<file path="src/design/psam_pkg.sv">
// Package with the constants and carrier types of the program space mapper.
// Assumes a 16-bit data path and a 24-bit program word on the far side.
package psam_pkg;

  // Widths of the two address spaces and of the page registers.
  localparam int PADDR_W = 24;
  localparam int EA_W    = 16;
  localparam int PAGE_W  = 8;

  // Bit positions used by the address builder.
  localparam int TBL_CFG_BIT  = 7;
  localparam int EA_TOP_BIT   = 15;
  localparam int CTRL_WIN_BIT = 2;

  // Reset values of the software-visible page and control registers.
  localparam logic [7:0]  TABLE_PAGE_RST  = 8'h00;
  localparam logic [7:0]  WINDOW_PAGE_RST = 8'h00;
  localparam logic [15:0] CPU_CTRL_RST    = 16'h0000;

  // Extra cycles charged for window accesses.
  localparam logic [1:0] STALL_MOVE  = 2'h1;
  localparam logic [1:0] STALL_OTHER = 2'h2;
  localparam logic [1:0] STALL_LOOP  = 2'h2;
  localparam logic [1:0] STALL_NONE  = 2'h0;

  // APB register offsets, byte addresses.
  localparam logic [11:0] TABLE_PAGE_OFS  = 12'h000;
  localparam logic [11:0] WINDOW_PAGE_OFS = 12'h004;
  localparam logic [11:0] CPU_CTRL_OFS    = 12'h008;
  localparam logic [11:0] STATUS_OFS      = 12'h00C;

  // Kinds of access the CPU may request.
  typedef enum logic [2:0]
  {
    ACC_NONE  = 3'b000,
    ACC_FETCH = 3'b001,
    ACC_DATA  = 3'b010,
    ACC_TRDL  = 3'b011,
    ACC_TRDH  = 3'b100,
    ACC_TWRL  = 3'b101,
    ACC_TWRH  = 3'b110
  } access_e;

  // One request from the CPU datapath.
  typedef struct packed
  {
    access_e     kind;
    logic        byteMode;
    logic [15:0] ea;
    logic [22:0] pc;
    logic        moveInstr;
    logic        inRepeat;
    logic        repeatEdge;
  } cpu_req_s;

  // One request to the program memory port.
  typedef struct packed
  {
    logic        valid;
    logic        write;
    logic        highPart;
    logic [23:0] addr;
  } prog_req_s;

endpackage

</file>
<file path="src/design/program_space_access_mapper.sv">
// Program space access mapper: address building, data steering, stalls.
// Assumes an APB master for the page registers and a program memory that
// returns the addressed word one cycle after the request.
// Functional notes
// - Table address is table page above the 16-bit effective address.
// - Table page top bit chooses user or configuration space.
// - Configuration space allows reads only; table writes there are refused.
// - Table effective addresses need not be word aligned.
// - Fetch address: bit 23 zero, PC bits 22..1, bit 0 zero.
// - Word table read low returns program bits 15..0 unchanged.
// - Byte table read low returns upper or lower byte per byte select.
// - Word table read high returns bits 23..16, upper byte zero.
// - Byte table read high returns upper byte, or zero when select set.
// - Low variants touch the low word, high variants the upper byte.
// - Program counter steps by two per program word.
// - Window redirect only when EA top bit and window enable set.
// - Window address: zero, window page, EA bits 14..0.
// - Window covers 8000h upward, one of 256 pages of 32K words.
// - Window reads deliver only the low sixteen program bits.
// - A window read stretches the instruction by up to two extra cycles.
// - Outside loops: moves cost one extra cycle, others two.
// - In loops: first, last, interrupt exit and re-entry cost two.
// - Window redirect is suspended during table reads and writes.
// - Table page register is eight bits, choosing a 64K-word region.
`timescale 1ns/1ps
module program_space_access_mapper
(
  input  wire logic               core_clk,
  input  wire logic               reset_n,
  input  wire logic               psel,
  input  wire logic               penable,
  input  wire logic               pwrite,
  input  wire logic [11:0]        paddr,
  input  wire logic [31:0]        pwdata,
  output logic [31:0]             prdata,
  output logic                    pready,
  output logic                    pslverr,
  input  wire psam_pkg::cpu_req_s cpuReq,
  input  wire logic               byteSel,
  output logic [15:0]             readData,
  output logic                    readValid,
  output logic                    stall,
  output logic                    writeRefused,
  output psam_pkg::prog_req_s     progReq,
  input  wire logic [23:0]        progWord
);

  logic [7:0]        tablePage_q;
  logic [7:0]        windowPage_q;
  logic [15:0]       cpuCtrl_q;
  logic [23:0]       genAddr;
  logic              windowHit;
  logic              configSpace;
  logic              isTable;
  logic              isWrite;
  logic              refuse;
  logic              apbWrite;
  logic              apbHit;
  logic [1:0]        stallCnt_q;
  logic [1:0]        stallCnt_d;
  logic              refused_q;
  logic [15:0]       readData_q;
  logic              readValid_q;
  psam_pkg::access_e pendKind_q;
  logic              pendByte_q;
  logic              pendSel_q;
  logic [15:0]       steered;

  // Address builder shared by fetch, table and window paths.
  psam_addr_gen psam_addr_gen_i
  (
    .req         (cpuReq),
    .tablePage   (tablePage_q),
    .windowPage  (windowPage_q),
    .windowEn    (cpuCtrl_q[psam_pkg::CTRL_WIN_BIT]),
    .progAddr    (genAddr),
    .windowHit   (windowHit),
    .configSpace (configSpace)
  );

  // Read data steering works on the request captured last cycle.
  psam_read_steer psam_read_steer_i
  (
    .kind     (pendKind_q),
    .byteMode (pendByte_q),
    .byteSel  (pendSel_q),
    .progWord (progWord),
    .data     (steered)
  );

  // Classify the request for refusal and memory direction.
  assign isTable = (cpuReq.kind == psam_pkg::ACC_TRDL) ||
                   (cpuReq.kind == psam_pkg::ACC_TRDH) ||
                   (cpuReq.kind == psam_pkg::ACC_TWRL) ||
                   (cpuReq.kind == psam_pkg::ACC_TWRH);
  assign isWrite = (cpuReq.kind == psam_pkg::ACC_TWRL) ||
                   (cpuReq.kind == psam_pkg::ACC_TWRH);
  assign refuse  = isWrite & configSpace;

  // The memory request is combinational so it lands in the issue cycle.
  always_comb
  begin
    progReq.addr     = genAddr;
    progReq.write    = isWrite & ~refuse;
    progReq.highPart = (cpuReq.kind == psam_pkg::ACC_TRDH) ||
                       (cpuReq.kind == psam_pkg::ACC_TWRH);
    progReq.valid    = ((cpuReq.kind == psam_pkg::ACC_FETCH) ||
                        (isTable & ~refuse) || windowHit) &&
                       (stallCnt_q == psam_pkg::STALL_NONE);
  end

  // APB slave: zero wait states, unmapped offsets answer with an error.
  assign apbWrite = psel & penable & pwrite;
  assign apbHit   = (paddr == psam_pkg::TABLE_PAGE_OFS) ||
                    (paddr == psam_pkg::WINDOW_PAGE_OFS) ||
                    (paddr == psam_pkg::CPU_CTRL_OFS) ||
                    (paddr == psam_pkg::STATUS_OFS);
  assign pready   = 1'b1;
  assign pslverr  = psel & penable & ~apbHit;

  // Page and control registers written by software.
  always_ff @(posedge core_clk or negedge reset_n)
  begin
    if (!reset_n)
    begin
      tablePage_q  <= psam_pkg::TABLE_PAGE_RST;
      windowPage_q <= psam_pkg::WINDOW_PAGE_RST;
      cpuCtrl_q    <= psam_pkg::CPU_CTRL_RST;
    end
    else if (apbWrite)
    begin
      if (paddr == psam_pkg::TABLE_PAGE_OFS)
        tablePage_q <= pwdata[7:0];
      if (paddr == psam_pkg::WINDOW_PAGE_OFS)
        windowPage_q <= pwdata[7:0];
      if (paddr == psam_pkg::CPU_CTRL_OFS)
        cpuCtrl_q <= pwdata[15:0];
    end
  end

  // Read mux; the status word shows stall count and last refusal.
  always_comb
  begin
    prdata = 32'h00000000;
    case (paddr)
      psam_pkg::TABLE_PAGE_OFS:  prdata = {24'h000000, tablePage_q};
      psam_pkg::WINDOW_PAGE_OFS: prdata = {24'h000000, windowPage_q};
      psam_pkg::CPU_CTRL_OFS:    prdata = {16'h0000, cpuCtrl_q};
      psam_pkg::STATUS_OFS:
        prdata = {29'h00000000, refused_q, stallCnt_q};
      default:                   prdata = 32'h00000000;
    endcase
  end

  // Extra cycles for a window read, by instruction class and loop state.
  always_comb
  begin
    stallCnt_d = stallCnt_q;
    if (stallCnt_q != psam_pkg::STALL_NONE)
      stallCnt_d = stallCnt_q - 2'h1;
    else if (windowHit && cpuReq.inRepeat)
      stallCnt_d = cpuReq.repeatEdge ? psam_pkg::STALL_LOOP
                                     : psam_pkg::STALL_NONE;
    else if (windowHit)
      stallCnt_d = cpuReq.moveInstr ? psam_pkg::STALL_MOVE
                                    : psam_pkg::STALL_OTHER;
  end

  // Stall counter; the CPU holds its request while stall is high.
  always_ff @(posedge core_clk or negedge reset_n)
  begin
    if (!reset_n)
      stallCnt_q <= psam_pkg::STALL_NONE;
    else
      stallCnt_q <= stallCnt_d;
  end

  assign stall = (stallCnt_q != psam_pkg::STALL_NONE);

  // Sticky refusal flag; a new refusal wins over the software clear.
  always_ff @(posedge core_clk or negedge reset_n)
  begin
    if (!reset_n)
      refused_q <= 1'b0;
    else if (refuse)
      refused_q <= 1'b1;
    else if (apbWrite && paddr == psam_pkg::STATUS_OFS && pwdata[2])
      refused_q <= 1'b0;
  end

  assign writeRefused = refused_q;

  // Capture the read request so the word returned next cycle is steered.
  always_ff @(posedge core_clk or negedge reset_n)
  begin
    if (!reset_n)
    begin
      pendKind_q <= psam_pkg::ACC_NONE;
      pendByte_q <= 1'b0;
      pendSel_q  <= 1'b0;
    end
    else if (progReq.valid && !progReq.write)
    begin
      pendKind_q <= cpuReq.kind;
      pendByte_q <= cpuReq.byteMode;
      pendSel_q  <= byteSel;
    end
    else
    begin
      pendKind_q <= psam_pkg::ACC_NONE;
      pendByte_q <= 1'b0;
      pendSel_q  <= 1'b0;
    end
  end

  // Registered data result; fetches are not returned on this path.
  always_ff @(posedge core_clk or negedge reset_n)
  begin
    if (!reset_n)
    begin
      readData_q  <= 16'h0000;
      readValid_q <= 1'b0;
    end
    else
    begin
      readValid_q <= (pendKind_q == psam_pkg::ACC_TRDL) ||
                     (pendKind_q == psam_pkg::ACC_TRDH) ||
                     (pendKind_q == psam_pkg::ACC_DATA);
      readData_q  <= steered;
    end
  end

  assign readData  = readData_q;
  assign readValid = readValid_q;
endmodule

</file>
<file path="src/design/psam_addr_gen.sv">
// Combinational program address builder for all access paths.
// Assumes page registers are stable while a request is presented.
`timescale 1ns/1ps
module psam_addr_gen
(
  input  wire psam_pkg::cpu_req_s req,
  input  wire logic [7:0]         tablePage,
  input  wire logic [7:0]         windowPage,
  input  wire logic               windowEn,
  output logic [23:0]             progAddr,
  output logic                    windowHit,
  output logic                    configSpace
);

  // Table paths win over the window, which is suspended during them.
  always_comb
  begin
    windowHit   = 1'b0;
    configSpace = 1'b0;
    progAddr    = 24'h000000;
    case (req.kind)
      psam_pkg::ACC_FETCH:
      begin
        progAddr = {1'b0, req.pc[22:1], 1'b0};
      end
      psam_pkg::ACC_TRDL, psam_pkg::ACC_TRDH,
      psam_pkg::ACC_TWRL, psam_pkg::ACC_TWRH:
      begin
        progAddr    = {tablePage, req.ea};
        configSpace = tablePage[psam_pkg::TBL_CFG_BIT];
      end
      psam_pkg::ACC_DATA:
      begin
        windowHit = req.ea[psam_pkg::EA_TOP_BIT] & windowEn;
        if (windowHit)
        begin
          progAddr = {1'b0, windowPage, req.ea[14:0]};
        end
      end
      default:
      begin
        progAddr = 24'h000000;
      end
    endcase
  end

endmodule

</file>
<file path="src/design/psam_read_steer.sv">
// Steers a 24-bit program word onto the 16-bit data result.
// Assumes the word is the one addressed by the current request.
`timescale 1ns/1ps
module psam_read_steer
(
  input  wire psam_pkg::access_e kind,
  input  wire logic              byteMode,
  input  wire logic              byteSel,
  input  wire logic [23:0]       progWord,
  output logic [15:0]            data
);

  // Low reads see only P<15:0>, high reads only P<23:16>.
  always_comb
  begin
    data = 16'h0000;
    case (kind)
      psam_pkg::ACC_TRDL:
      begin
        if (!byteMode)
          data = progWord[15:0];
        else if (byteSel)
          data = {8'h00, progWord[15:8]};
        else
          data = {8'h00, progWord[7:0]};
      end
      psam_pkg::ACC_TRDH:
      begin
        if (!byteMode)
          data = {8'h00, progWord[23:16]};
        else if (byteSel)
          data = 16'h0000;
        else
          data = {8'h00, progWord[23:16]};
      end
      psam_pkg::ACC_DATA:
      begin
        data = progWord[15:0];
      end
      default:
      begin
        data = 16'h0000;
      end
    endcase
  end

endmodule

</file>
<file path="config.mk">
export PLATFORM = sky130hd
export DESIGN_NAME = program_space_access_mapper
export DESIGN_NICKNAME = d
export VERILOG_FILES = /design/src/design/psam_pkg.sv /design/src/design/program_space_access_mapper.sv /design/src/design/psam_addr_gen.sv /design/src/design/psam_read_steer.sv
export SDC_FILE = /design/constraint.sdc
export NUM_CORES = 1
export LEC_CHECK = 0
export BUFFER_PORTS_ARGS = -buffer_cell sky130_fd_sc_hd__clkbuf_2
export CORE_ASPECT_RATIO = 0.7
export CORE_MARGIN = 4
export CORE_UTILIZATION = 43
export DETAILED_ROUTE_END_ITERATION = 16
export GPL_ROUTABILITY_DRIVEN = 0
export PLACE_DENSITY_LB_ADDON = 0.05
export SLEW_MARGIN = 20
export SYNTH_ARGS = -nofsm -noshare
export SYNTH_HDL_FRONTEND = slang
export SYNTH_SLANG_ARGS = --single-unit
export TNS_END_PERCENT = 30
</file>
<file path="constraint.sdc">
create_clock -name core_clk -period 3.57 [get_ports core_clk]
set_clock_uncertainty 0.1 [all_clocks]
set_input_delay 0.714 -clock core_clk [delete_from_list [all_inputs] [get_ports core_clk]]
set_output_delay 0.714 -clock core_clk [all_outputs]
set_load 0.05 [all_outputs]
</file>
==> impl_results.md, run 1 <==
* Outcome: complete, no violations
* Pin count of the biggest net entering global routing at 30
* Register area at around 1400 sq um
* Crit. End Element: output pin
* Top Usage Layer GRT: met2
* Most frequent CP cell: clkbuf_2
* P_leak at 2.38 nW
* Met1 usage at 0.260
* Worst path top cell family by delay: simple AND/OR/NAND/NOR gates
* Final period util at 0.925
* Syn Inst Count at approximately 280
* PnR worst setup slack at around 0.27 ns
* RSZ-0062 raised after global routing: false
* Multiplexer area fraction after synthesis at 0.187
* Post-synthesis sequential area ratio at 0.448
* First-pass GRT wire length at ~14 mm
* Pwr dens at about 380 nW/um^2
* Primary FF master, synth: dfrtp_1
* Io pins at 200
* Remaining global-route overflow at 0
* Number of synthesized flops with an enable pin at 0
* Setup-failing EPs final at 0
* CTS tree: built
* MaxCap Viol Count at 0
* Post-DP Area at 4060 sq um
* Row Count at 25
* Antenna violations before repair at 0
* Initial Utilization at 0.456
* Worst EP required at 2.76 ns
* Hold-fix buffers, CTS at 0
* Xor/xnor share of the synthesized area at 0.00275
* GR met2 Demand/Resource at 0.334
* R2R depth at 3
* Max Slew Vio Count at 0
* Fin. Hold Viols at 0
* Clock buffer count from CTS at 9
* Max incr delay on CP at ~0.61 ns
* Post-CTS setup buffers at 0
* Simple-gate share of the synthesized area at 0.152
* CTS Buffer Depth at 2
* Adder-Cell Fraction of Synth Area at 0
* Synth async-reset ratio at 1.00
* DRC at 0
* Share of cells above drive strength 1 at 0.532
* Diode count at 0
* Placement Setup Slack at ~0.23 ns
* Peak supply drop at about 0.00023 V
* Mean post-synth cell area at 11.3 sq um
* Total routing usage reported by global routing at 0.203
* DR vias/cell at roughly 5.1
* Core box area at 6980 sq um
* Htree depth at 3
* DRT iter0 DRCs at 145
* Number of global-route vias before repair at roughly 2800
* Final wirelength at 8.87 mm
* Worst-Skew Late Latency at ~0.33 ns
* Worst Hold Class: in -> async
* Main combinational cell family by area after synthesis: multiplexers
* Min Tclk post-route at approximately 3.3 ns
* Routing usage on met3 at 0.0644
* CTS root buffer: clkbuf_8
* CP cell instances: clkbuf_2 -> or4_1 -> or3_2 -> a21oi_1 -> clkbuf_2
* YS warnings at 0
* Nets@finish at ~570
* Max Clk Rate at a little over 0.3 GHz
* Critical Path Start Type: primary input
* Post-CTS resize count at 0
* Area delta synth->final at 34.5%
* ANT nets after route at 0
* Die W at about 110 um
* Overall Power at around 0.0016 W
* CP max-delay cell: or3_2
* Least-Margin Pin Slew at roughly 0.97 ns
* Cell depth of the worst setup path at 5
* Crit Path Category: in -> out
* Buffers added on ports at around 170
* Total number of vias at approximately 2800
* Buffer and inverter count on the worst path at 2
* Synth Register Bits at between 50 and 60
* Worst path arrival time at between 2 and 2.5 ns
* Multi-input logic area at ~1600 sq um
* DIE HEIGHT at 80.0 um
* Crit Path Max Fanout at 9
* Hpwl dp at 7.04 mm
* Post-synthesis cell type count at between 40 and 50
* Fill count at 620
* WL/cell at roughly 16 um
* Design area at around 4300 sq um
* Worst rel slew slack at 0.353
* Die area at just under 9000 sq um
* Synth Area in Compound Gates at 0.140
* Drt first pass iters at 5
* Synth Cell Area at roughly 3200 sq um
* Sink Count at 57
* Clk pin slew, worst setup/hold paths at approximately 0.06 ns
-- worst reg2reg max path, delay by kind of cell, from the launching register on --
kind	cells	cell delay, ns
flip-flops	1	0.40
AO/OA/AOI/OAI	2	0.79
AND/OR/NAND/NOR	1	0.49
-- stage by stage --
| stage | utilization | hold WS [ns] | TNS [ns] | cells |
|---|---|---|---|---|
| floorplan | - | 0.318 | -0.222 | 296 |
| global placement | 0.583 | 0.373 | 0 | 532 |
| global route | 0.614 | 0.357 | 0 | 547 |
| CTS | 0.614 | 0.327 | 0 | 547 |
| detailed placement | 0.583 | 0.385 | 0 | 532 |
| finish | 0.614 | 0.325 | 0 | 547 |
-- logic make-up (layout without fill, tap and decap cells) --
kind of cell              count (synthesis)  in the layout
and+or+nand+nor                          76             76
AOI/OAI and AO/OA                        61             61
DFF                                      57             57
muxes                                    48             48
buffers and inverters                    36            193
other                                     2             17
xor gates and xnor gates                  1              1
-- cell usage after synthesis, drive strengths merged (6+ instances only) --
library cell / n / area share
a21oi: 14 / 0.022
mux2i: 13 / 0.041
o2bb2ai: 9 / 0.025
o21ai: 9 / 0.014
a22o: 14 / 0.039
buf: 21 / 0.050
a32oi: 8 / 0.022
nand2: 17 / 0.020
dfrtp: 57 / 0.45
mux2: 32 / 0.12
clkbuf: 12 / 0.014
or2: 6 / 0.012
and2: 20 / 0.039
-- report_power, final --
group	switching, W	internal [W]	total (W)
registers	0.00000394	0.000656	0.000660
logic	0.000227	0.0000919	0.000319
clock network	0.000243	0.000406	0.000649
total	0.000474	0.00115	0.00163
-- cell type report --
type                       instances  share of cell area
inverter                           3             0.00263
tap                               94              0.0275
clock inverter                     5              0.0187
sequential                        57               0.333
timing repair buffer             175               0.210
multi-input combinational        203               0.376
clock buffer                      10              0.0321
-- path summary, 6_finish.rpt --
path                                     from         endpoint  slack (ns)
worst max-delay path                 paddr[7]        prdata[7]        0.27
worst min-delay path                  reset_n    cpuCtrl_q[10]        0.33
worst max register to register  pendKind_q[0]      readData[6]        1.73
worst min register to register  stallCnt_q[0]    stallCnt_q[0]        0.39
max in group asynchronous             reset_n  windowPage_q[2]        2.37
min in group core_clk           stallCnt_q[0]    stallCnt_q[0]        0.39
-- sequential cells by signal, indices dropped and copies added, names as in the netlist --
signal        cells
readValid         1
writeRefused      1
readData         16
pendSel_q         1
stallCnt_q        2
tablePage_q       8
windowPage_q      8
cpuCtrl_q        16
pendKind_q        3
pendByte_q        1
-- layout by cell type (no fill, tap or decap), types with 6 or more instances in the layout --
master	instances
mux2_4	10
o21ai_0	9
a32oi_1	8
clkbuf_8	10
mux2_2	22
conb_1	17
and2_1	20
mux2i_1	13
dfrtp_1	57
a21oi_1	14
a22o_1	14
buf_4	10
clkbuf_2	165
o2bb2ai_1	9
or2_2	6
nand2_1	17
-- per-layer routing --
metal	wire, um	part of all wire
met1	3700	0.42
met2	4310	0.49
met3	772	0.087
met4	84	0.0095
met5	0	0
Note: power is estimated with default switching activity, not from simulation.
==> run 2, diff against run 1 <==
- CORE_UTILIZATION: 43 -> 45
- SYNTH_HIERARCHICAL: default -> 1
==> run 2 against run 1 <==
  * Combinational power is 22% higher
  * Register-to-register slack better by 0.13 ns
  * Synthesized area increased by 9.5%
  * Via count grew 11%
  * Sequential power grew 1%
  * Critical path depth unchanged
  * Synthesized cell count rose by 14%
  * Worst hold slack gained 0.050 ns
  * Cell count increased by 7.7%
  * Non-clock buffer count decreased by 3
  * Critical endpoint is now pslverr
==> impl_results.md, run 2 <==
* Synth Cell Area at 3490 sq um (was 3180 sq um)
* CTS tree: built (unchanged)
* YS warnings at 6 (was 0)
* Worst path top cell family by delay: simple AND/OR/NAND/NOR gates (unchanged)
* Sink Count at 57 (unchanged)
* Post-DP Area at 4320 sq um (was 4060 sq um)
* DIE HEIGHT at 81.6 um (was 80.0 um)
* Overall Power at 0.00177 W (was 0.00163 W)
* Worst Hold Class: reg -> reg (was in -> async)
* Hpwl dp at 7.51 mm (was 7.04 mm)
* Post-CTS setup buffers at 0 (unchanged)
* Remaining global-route overflow at 0 (unchanged)
* Buffers added on ports at 165 (unchanged)
* Worst rel slew slack at 0.416 (was 0.353)
* Crit Path Category: in -> out (unchanged)
* Syn Inst Count at 321 (was 281)
* Total number of vias at 3094 (was 2797)
* DP Cell Count at 573 (was 532)
* Share of cells above drive strength 1 at 0.464 (was 0.532)
* Post-synthesis cell type count at 49 (was 41)
* RSZ-0062 raised after global routing: false (unchanged)
* Synth async-reset ratio at 1.00 (unchanged)
* ANT nets after route at 0 (unchanged)
* Worst EP required at 2.76 ns (about the same)
* First-pass GRT wire length at 15.3 mm (was 14.0 mm)
* Clock buffer count from CTS at 9 (unchanged)
* Leading area contributor after synthesis: dfrtp_1 (unchanged)
* Antenna violations before repair at 0 (unchanged)
* Number of global-route vias before repair at 3037 (was 2760)
* Design area at 4550 sq um (was 4280 sq um)
* Primary FF master, synth: dfrtp_1 (unchanged)
* Core box area at 7420 sq um (was 6980 sq um)
* Setup tns final at 0 ns (unchanged)
* Area contributors post-synth: dfrtp_1, mux2_2, mux2i_1 (was dfrtp_1, mux2_2, mux2_4)
* Critical Path Start Type: primary input (unchanged)
* Final wirelength at 9.73 mm (was 8.87 mm)
* MaxCap Viol Count at 0 (unchanged)
* CTS Buffer Depth at 2 (unchanged)
* DRC at 0 (unchanged)
* Die W at 113 um (was 111 um)
* Hold-fix buffers, CTS at 0 (unchanged)
* Fin. Hold Viols at 0 (unchanged)
* Peak supply drop at 0.000245 V (was 0.000231 V)
* Diode count at 0 (unchanged)
* Commonest non-fill, non-tap cells in the layout: clkbuf_2, dfrtp_1, nor2_1, mux2_2, and2_1 (was clkbuf_2, dfrtp_1, mux2_2, and2_1)
* Post-CTS resize count at 0 (unchanged)
* Worst path arrival time at 2.46 ns (was 2.49 ns)
* Fill count at 630 (was 620)
* Final period util at 0.916 (was 0.925)
* Crit. End Element: output pin (unchanged)
* Drt first pass iters at 4 (was 5)
* Row Count at 26 (was 25)
* Least-Margin Pin Slew at 0.876 ns (was 0.965 ns)
* Crit Path Max Fanout at 10 (was 9)
* Setup-failing EPs final at 0 (unchanged)
* Io pins at 200 (unchanged)
* P_leak at 2.48 nW (was 2.38 nW)
* Buffer and inverter count on the worst path at 2 (unchanged)
* Max incr delay on CP at 0.56 ns (was 0.61 ns)
* Synth Register Bits at 57 (unchanged)
* CTS root buffer: clkbuf_8 (unchanged)
* WL/cell at 16.5 um (was 16.2 um)
* Number of synthesized flops with an enable pin at 0 (unchanged)
* Initial Utilization at 0.470 (was 0.456)
* Total routing usage reported by global routing at 0.210 (was 0.203)
* Area delta synth->final at 30.7% (was 34.5%)
* Die area at 9240 sq um (was 8870 sq um)
* Clk pin slew, worst setup/hold paths at 0.06 ns (about the same)
* Outcome: complete, no violations (unchanged)
* CP max-delay cell: nor4_1 (was or3_2)
* Max Slew Vio Count at 0 (unchanged)
* CP cell instances: clkbuf_2 -> nor4_1 -> nand3_1 -> and3_1 -> clkbuf_2 (was clkbuf_2 -> or4_1 -> or3_2 -> a21oi_1 -> clkbuf_2)
* Pwr dens at 388 nW/um^2 (was 380 nW/um^2)
* Nets@finish at 606 (was 569)
* Commonest cells in the netlist: dfrtp_1, nor2_1, mux2_2, and2_1, mux2i_1 (was dfrtp_1, mux2_2, and2_1, buf_4, nand2_1)
* Commonest non-fill, non-tap cell in the layout: clkbuf_2 (unchanged)
* DR vias/cell at 5.25 (was 5.11)
* Worst-Skew Late Latency at 0.33 ns (about the same)
* Most frequent CP cell: clkbuf_2 (unchanged)
* Count leader, synth: dfrtp_1 (unchanged)
* Finished Layout Cells at 589 (was 547)
* DRT iter0 DRCs at 224 (was 145)
* Yosys top cell area share at 0.409 (was 0.448)
* Min Tclk post-route at 3.27 ns (was 3.30 ns)
* Mean post-synth cell area at 10.9 sq um (was 11.3 sq um)
* Pin count of the biggest net entering global routing at 41 (was 30)
* Max Clk Rate at 0.306 GHz (was 0.303 GHz)
* Post-synthesis sequential area ratio at 0.409 (was 0.448)
* Htree depth at 3 (unchanged)
[run 2: cell type report]
type,instances,area [sq um],area share
timing repair buffer,172,893,0.196
sequential,57,1430,0.313
clock inverter,4,73.8,0.0162
clock buffer,12,165,0.0363
tap,98,123,0.0269
multi-input combinational,245,1870,0.410
inverter,1,3.75,0.000824
[run 2: final timing paths]
| kind | cells after the start | endpoint | slack [ns] | from |
|---|---|---|---|---|
| max in group asynchronous | 2 | cpuCtrl_q[11] | 2.29 | reset_n |
| hold reg to reg | 1 | cpuCtrl_q[9] | 0.38 | cpuCtrl_q[9] |
| hold / removal | 1 | cpuCtrl_q[9] | 0.38 | cpuCtrl_q[9] |
| setup reg to reg | 5 | pendKind_q[0] | 1.86 | cpuCtrl_q[2] |
| setup / recovery | 5 | pslverr | 0.30 | paddr[9] |
| min in group asynchronous | 1 | readData[2] | 0.40 | reset_n |
[run 2: kinds of logic (layout without fill, tap and decap cells)]
| logic type | after synthesis | count (layout) | synth area share |
|---|---|---|---|
| AO/OA/AOI/OAI | 64 | 64 | 0.147 |
| XOR/XNOR | 1 | 1 | 0.00251 |
| adder cells (fa/ha/maj) | 1 | 1 | 0.00287 |
| buffers and inverters | 34 | 189 | 0.0707 |
| flip-flops | 57 | 57 | 0.409 |
| multiplexers | 57 | 57 | 0.186 |
| other | 2 | 17 | 0.00215 |
| AND/OR/NAND/NOR | 105 | 105 | 0.179 |
[run 2: metrics by stage]
step	worst slack [ns]	util	hold WS [ns]
global placement	0.359	0.582	0.359
global route	0.127	0.614	0.385
detailed placement	0.284	0.582	0.367
CTS	0.284	0.614	0.382
floorplan	0.143	-	0.318
finish	0.300	0.614	0.375
[run 2: power by group]
part	switching [W]	internal (W)	leakage [nW]	total [W]
combinational	0.000275	0.000116	1.57	0.000390
sequential	0.00000801	0.000660	0.785	0.000668
clock	0.000258	0.000450	0.123	0.000708
[run 2: layer usage]
metal / vias to the layer above / GRT usage / wire length, um
li1: 1475 / - / -
met1: 1479 / 0.284 / 4330
met2: 130 / 0.337 / 4600
met3: 10 / 0.0515 / 693
met4: 0 / 0.0636 / 106
met5: - / 0 / 0
==> run 3, diff against run 2 <==
- RECOVER_POWER: default -> 50
- TNS_END_PERCENT: 30 -> 1
==> run 3 against run 2 <==
  * The flow now finishes with violations (max-capacitance violations, max-slew violations)
  * Global-route usage unchanged
  * Combinational power decreased by 1%
  * Critical path depth unchanged
  * Clock power about the same
  * Design area decreased by 0.91%
  * Wire length increased by 0.28%
  * Via count decreased by 0.52%
  * Critical path type unchanged
==> impl_results.md, run 3 (synthesis gave the netlist of run 2 again) <==
* Fin. Hold Viols at 0 (unchanged)
* MaxCap Viol Count at 1 (was 0)
* Multi-input logic area at 1850 sq um (was 1870 sq um)
* First-pass GRT wire length at 15.3 mm (unchanged)
* DR vias/cell at 5.23 (was 5.25)
* Register area at 1430 sq um (unchanged)
* Highest routed layer: met4 (unchanged)
* Sink Count at 57 (unchanged)
* Hold wc startpoint: cpuCtrl_q[9] (unchanged)
* WHS at 0.375 ns (about the same)
* Placement Setup Slack at 0.284 ns (unchanged)
* Commonest non-fill, non-tap cells in the layout: clkbuf_2, dfrtp_1, nor2_1, mux2_2, mux2i_1 (was clkbuf_2, dfrtp_1, nor2_1, mux2_2, and2_1)
* Worst path arrival time at 2.46 ns (about the same)
* DIE HEIGHT at 81.6 um (unchanged)
* Min Tclk post-route at 3.27 ns (about the same)
* Share of cells above drive strength 1 at 0.426 (was 0.464)
* Hpwl dp at 7.51 mm (unchanged)
* Initial Utilization at 0.470 (unchanged)
* Htree depth at 3 (unchanged)
* Antenna violations before repair at 0 (unchanged)
* R2R depth at 3 (was 5)
* Area delta synth->final at 29.5% (was 30.7%)
* Critical R2R Launch: pendKind_q[1] (was cpuCtrl_q[2])
* CTS tree: built (unchanged)
* PnR worst setup slack at 0.297 ns (was 0.300 ns)
* Die W at 113 um (unchanged)
* Crit Path Max Fanout at 10 (unchanged)
* Worst-Skew Late Latency at 0.33 ns (about the same)
* RSZ-0062 raised after global routing: false (unchanged)
* Commonest non-fill, non-tap cell in the layout: clkbuf_2 (unchanged)
* Clock buffer count from CTS at 9 (unchanged)
* P_leak at 2.42 nW (was 2.48 nW)
* Setup tns final at 0 ns (unchanged)
* Final period util at 0.917 (was 0.916)
* Drt first pass iters at 4 (unchanged)
* Setup-failing EPs final at 0 (unchanged)
* Total routing usage reported by global routing at 0.210 (unchanged)
* DP Cell Count at 573 (unchanged)
* Die area at 9240 sq um (unchanged)
* Worst hold path depth at 1 (unchanged)
* DRT iter0 DRCs at 140 (was 224)
* CTS Buffer Depth at 2 (unchanged)
* CTS root buffer: clkbuf_8 (unchanged)
* Row Count at 26 (unchanged)
* Diode count at 0 (unchanged)
* Max Slew Vio Count at 41 (was 0)
* WL met1 at 4.38 mm (was 4.33 mm)
* Post-CTS setup buffers at 0 (unchanged)
* WL met3 at 681 um (was 693 um)
* Worst rel slew slack at -0.399 (was 0.416)
* Core box area at 7420 sq um (unchanged)
* Post-CTS resize count at 0 (unchanged)
* DRC at 0 (unchanged)
* Crit Path Category: in -> out (unchanged)
* Worst Setup SP: paddr[9] (unchanged)
* Number of global-route vias before repair at 3037 (unchanged)
* Failing checks: max-capacitance violations, max-slew violations
* Total number of vias at 3078 (was 3094)
* Peak supply drop at 0.000244 V (was 0.000245 V)
* Pwr dens at 390 nW/um^2 (was 388 nW/um^2)
* Finished Layout Cells at 589 (unchanged)
* Critical Path Start Type: primary input (unchanged)
* Io pins at 200 (unchanged)
* Pin count of the biggest net entering global routing at 41 (unchanged)
* Buffers added on ports at 165 (unchanged)
* Nets@finish at 606 (unchanged)
* Worst EP required at 2.76 ns (about the same)
* Final wirelength at 9.76 mm (was 9.73 mm)
* Max Clk Rate at 0.306 GHz (about the same)
* Clk pin slew, worst setup/hold paths at 0.06 ns (about the same)
* Crit. End Element: output pin (unchanged)
* Util after Layout at 0.608 (was 0.614)
* Hold-fix buffers, CTS at 0 (unchanged)
* Outcome: finished with violations (was complete, no violations)
* Worst Hold Class: reg -> reg (unchanged)
* Fill count at 639 (was 630)
* Remaining global-route overflow at 0 (unchanged)
* ANT nets after route at 0 (unchanged)
* Least-Margin Pin Slew at 2.10 ns (was 0.876 ns)
* WL/cell at 16.6 um (was 16.5 um)
* Routed wl met2 at 4.59 mm (was 4.60 mm)
==> run 3: cell types whose count changed in the layout (fill, tap and decap cells not counted), sizes merged <==
cell    change
buf         -3
clkbuf      +3
==> run 3: layer usage <==
layer | up-vias | track usage
met1 | 1458 | 0.284
met2 | 137 | 0.337
li1 | 1470 | -
met4 | 0 | 0.0636
met3 | 13 | 0.0515
met5 | - | 0
==> run 3: cell type report <==
type	instances	area share
Clock buffer	12	0.0366
Clock inverter	4	0.0164
Inverter	1	0.000832
Multi-Input combinational cell	245	0.411
Sequential cell	57	0.316
Tap cell	98	0.0272
Timing Repair Buffer	172	0.192
==> run 3: critical path, stage by stage <==
cell and delay [ns]:
clkbuf_2 0.09, nor4_1 0.56, nand3_1 0.50, and3_1 0.36, clkbuf_2 0.23
==> run 3: final timing paths <==
| kind | end | slack (ns) |
|---|---|---|
| max | pslverr | 0.30 |
| min | cpuCtrl_q[9] | 0.38 |
| max reg2reg | readData[5] | 1.78 |
| min reg2reg | cpuCtrl_q[9] | 0.38 |
| max in group asynchronous | cpuCtrl_q[11] | 1.16 |
| min in group asynchronous | readData[2] | 0.88 |
==> run 3: where the power goes <==
part | switching (W) | internal (W) | total (W)
Clock | 0.000257 | 0.000450 | 0.000708
Sequential | 0.00000709 | 0.000660 | 0.000667
Combinational | 0.000275 | 0.000111 | 0.000386
Total | 0.000539 | 0.00122 | 0.00176
==> run 3: per-stage QoR <==
step                power [W]  area (sq um)
finish                0.00176          4510
global placement      0.00107          4320
CTS                   0.00179          4550
detailed placement    0.00107          4320
global route          0.00183          4510
floorplan            0.000952          3540
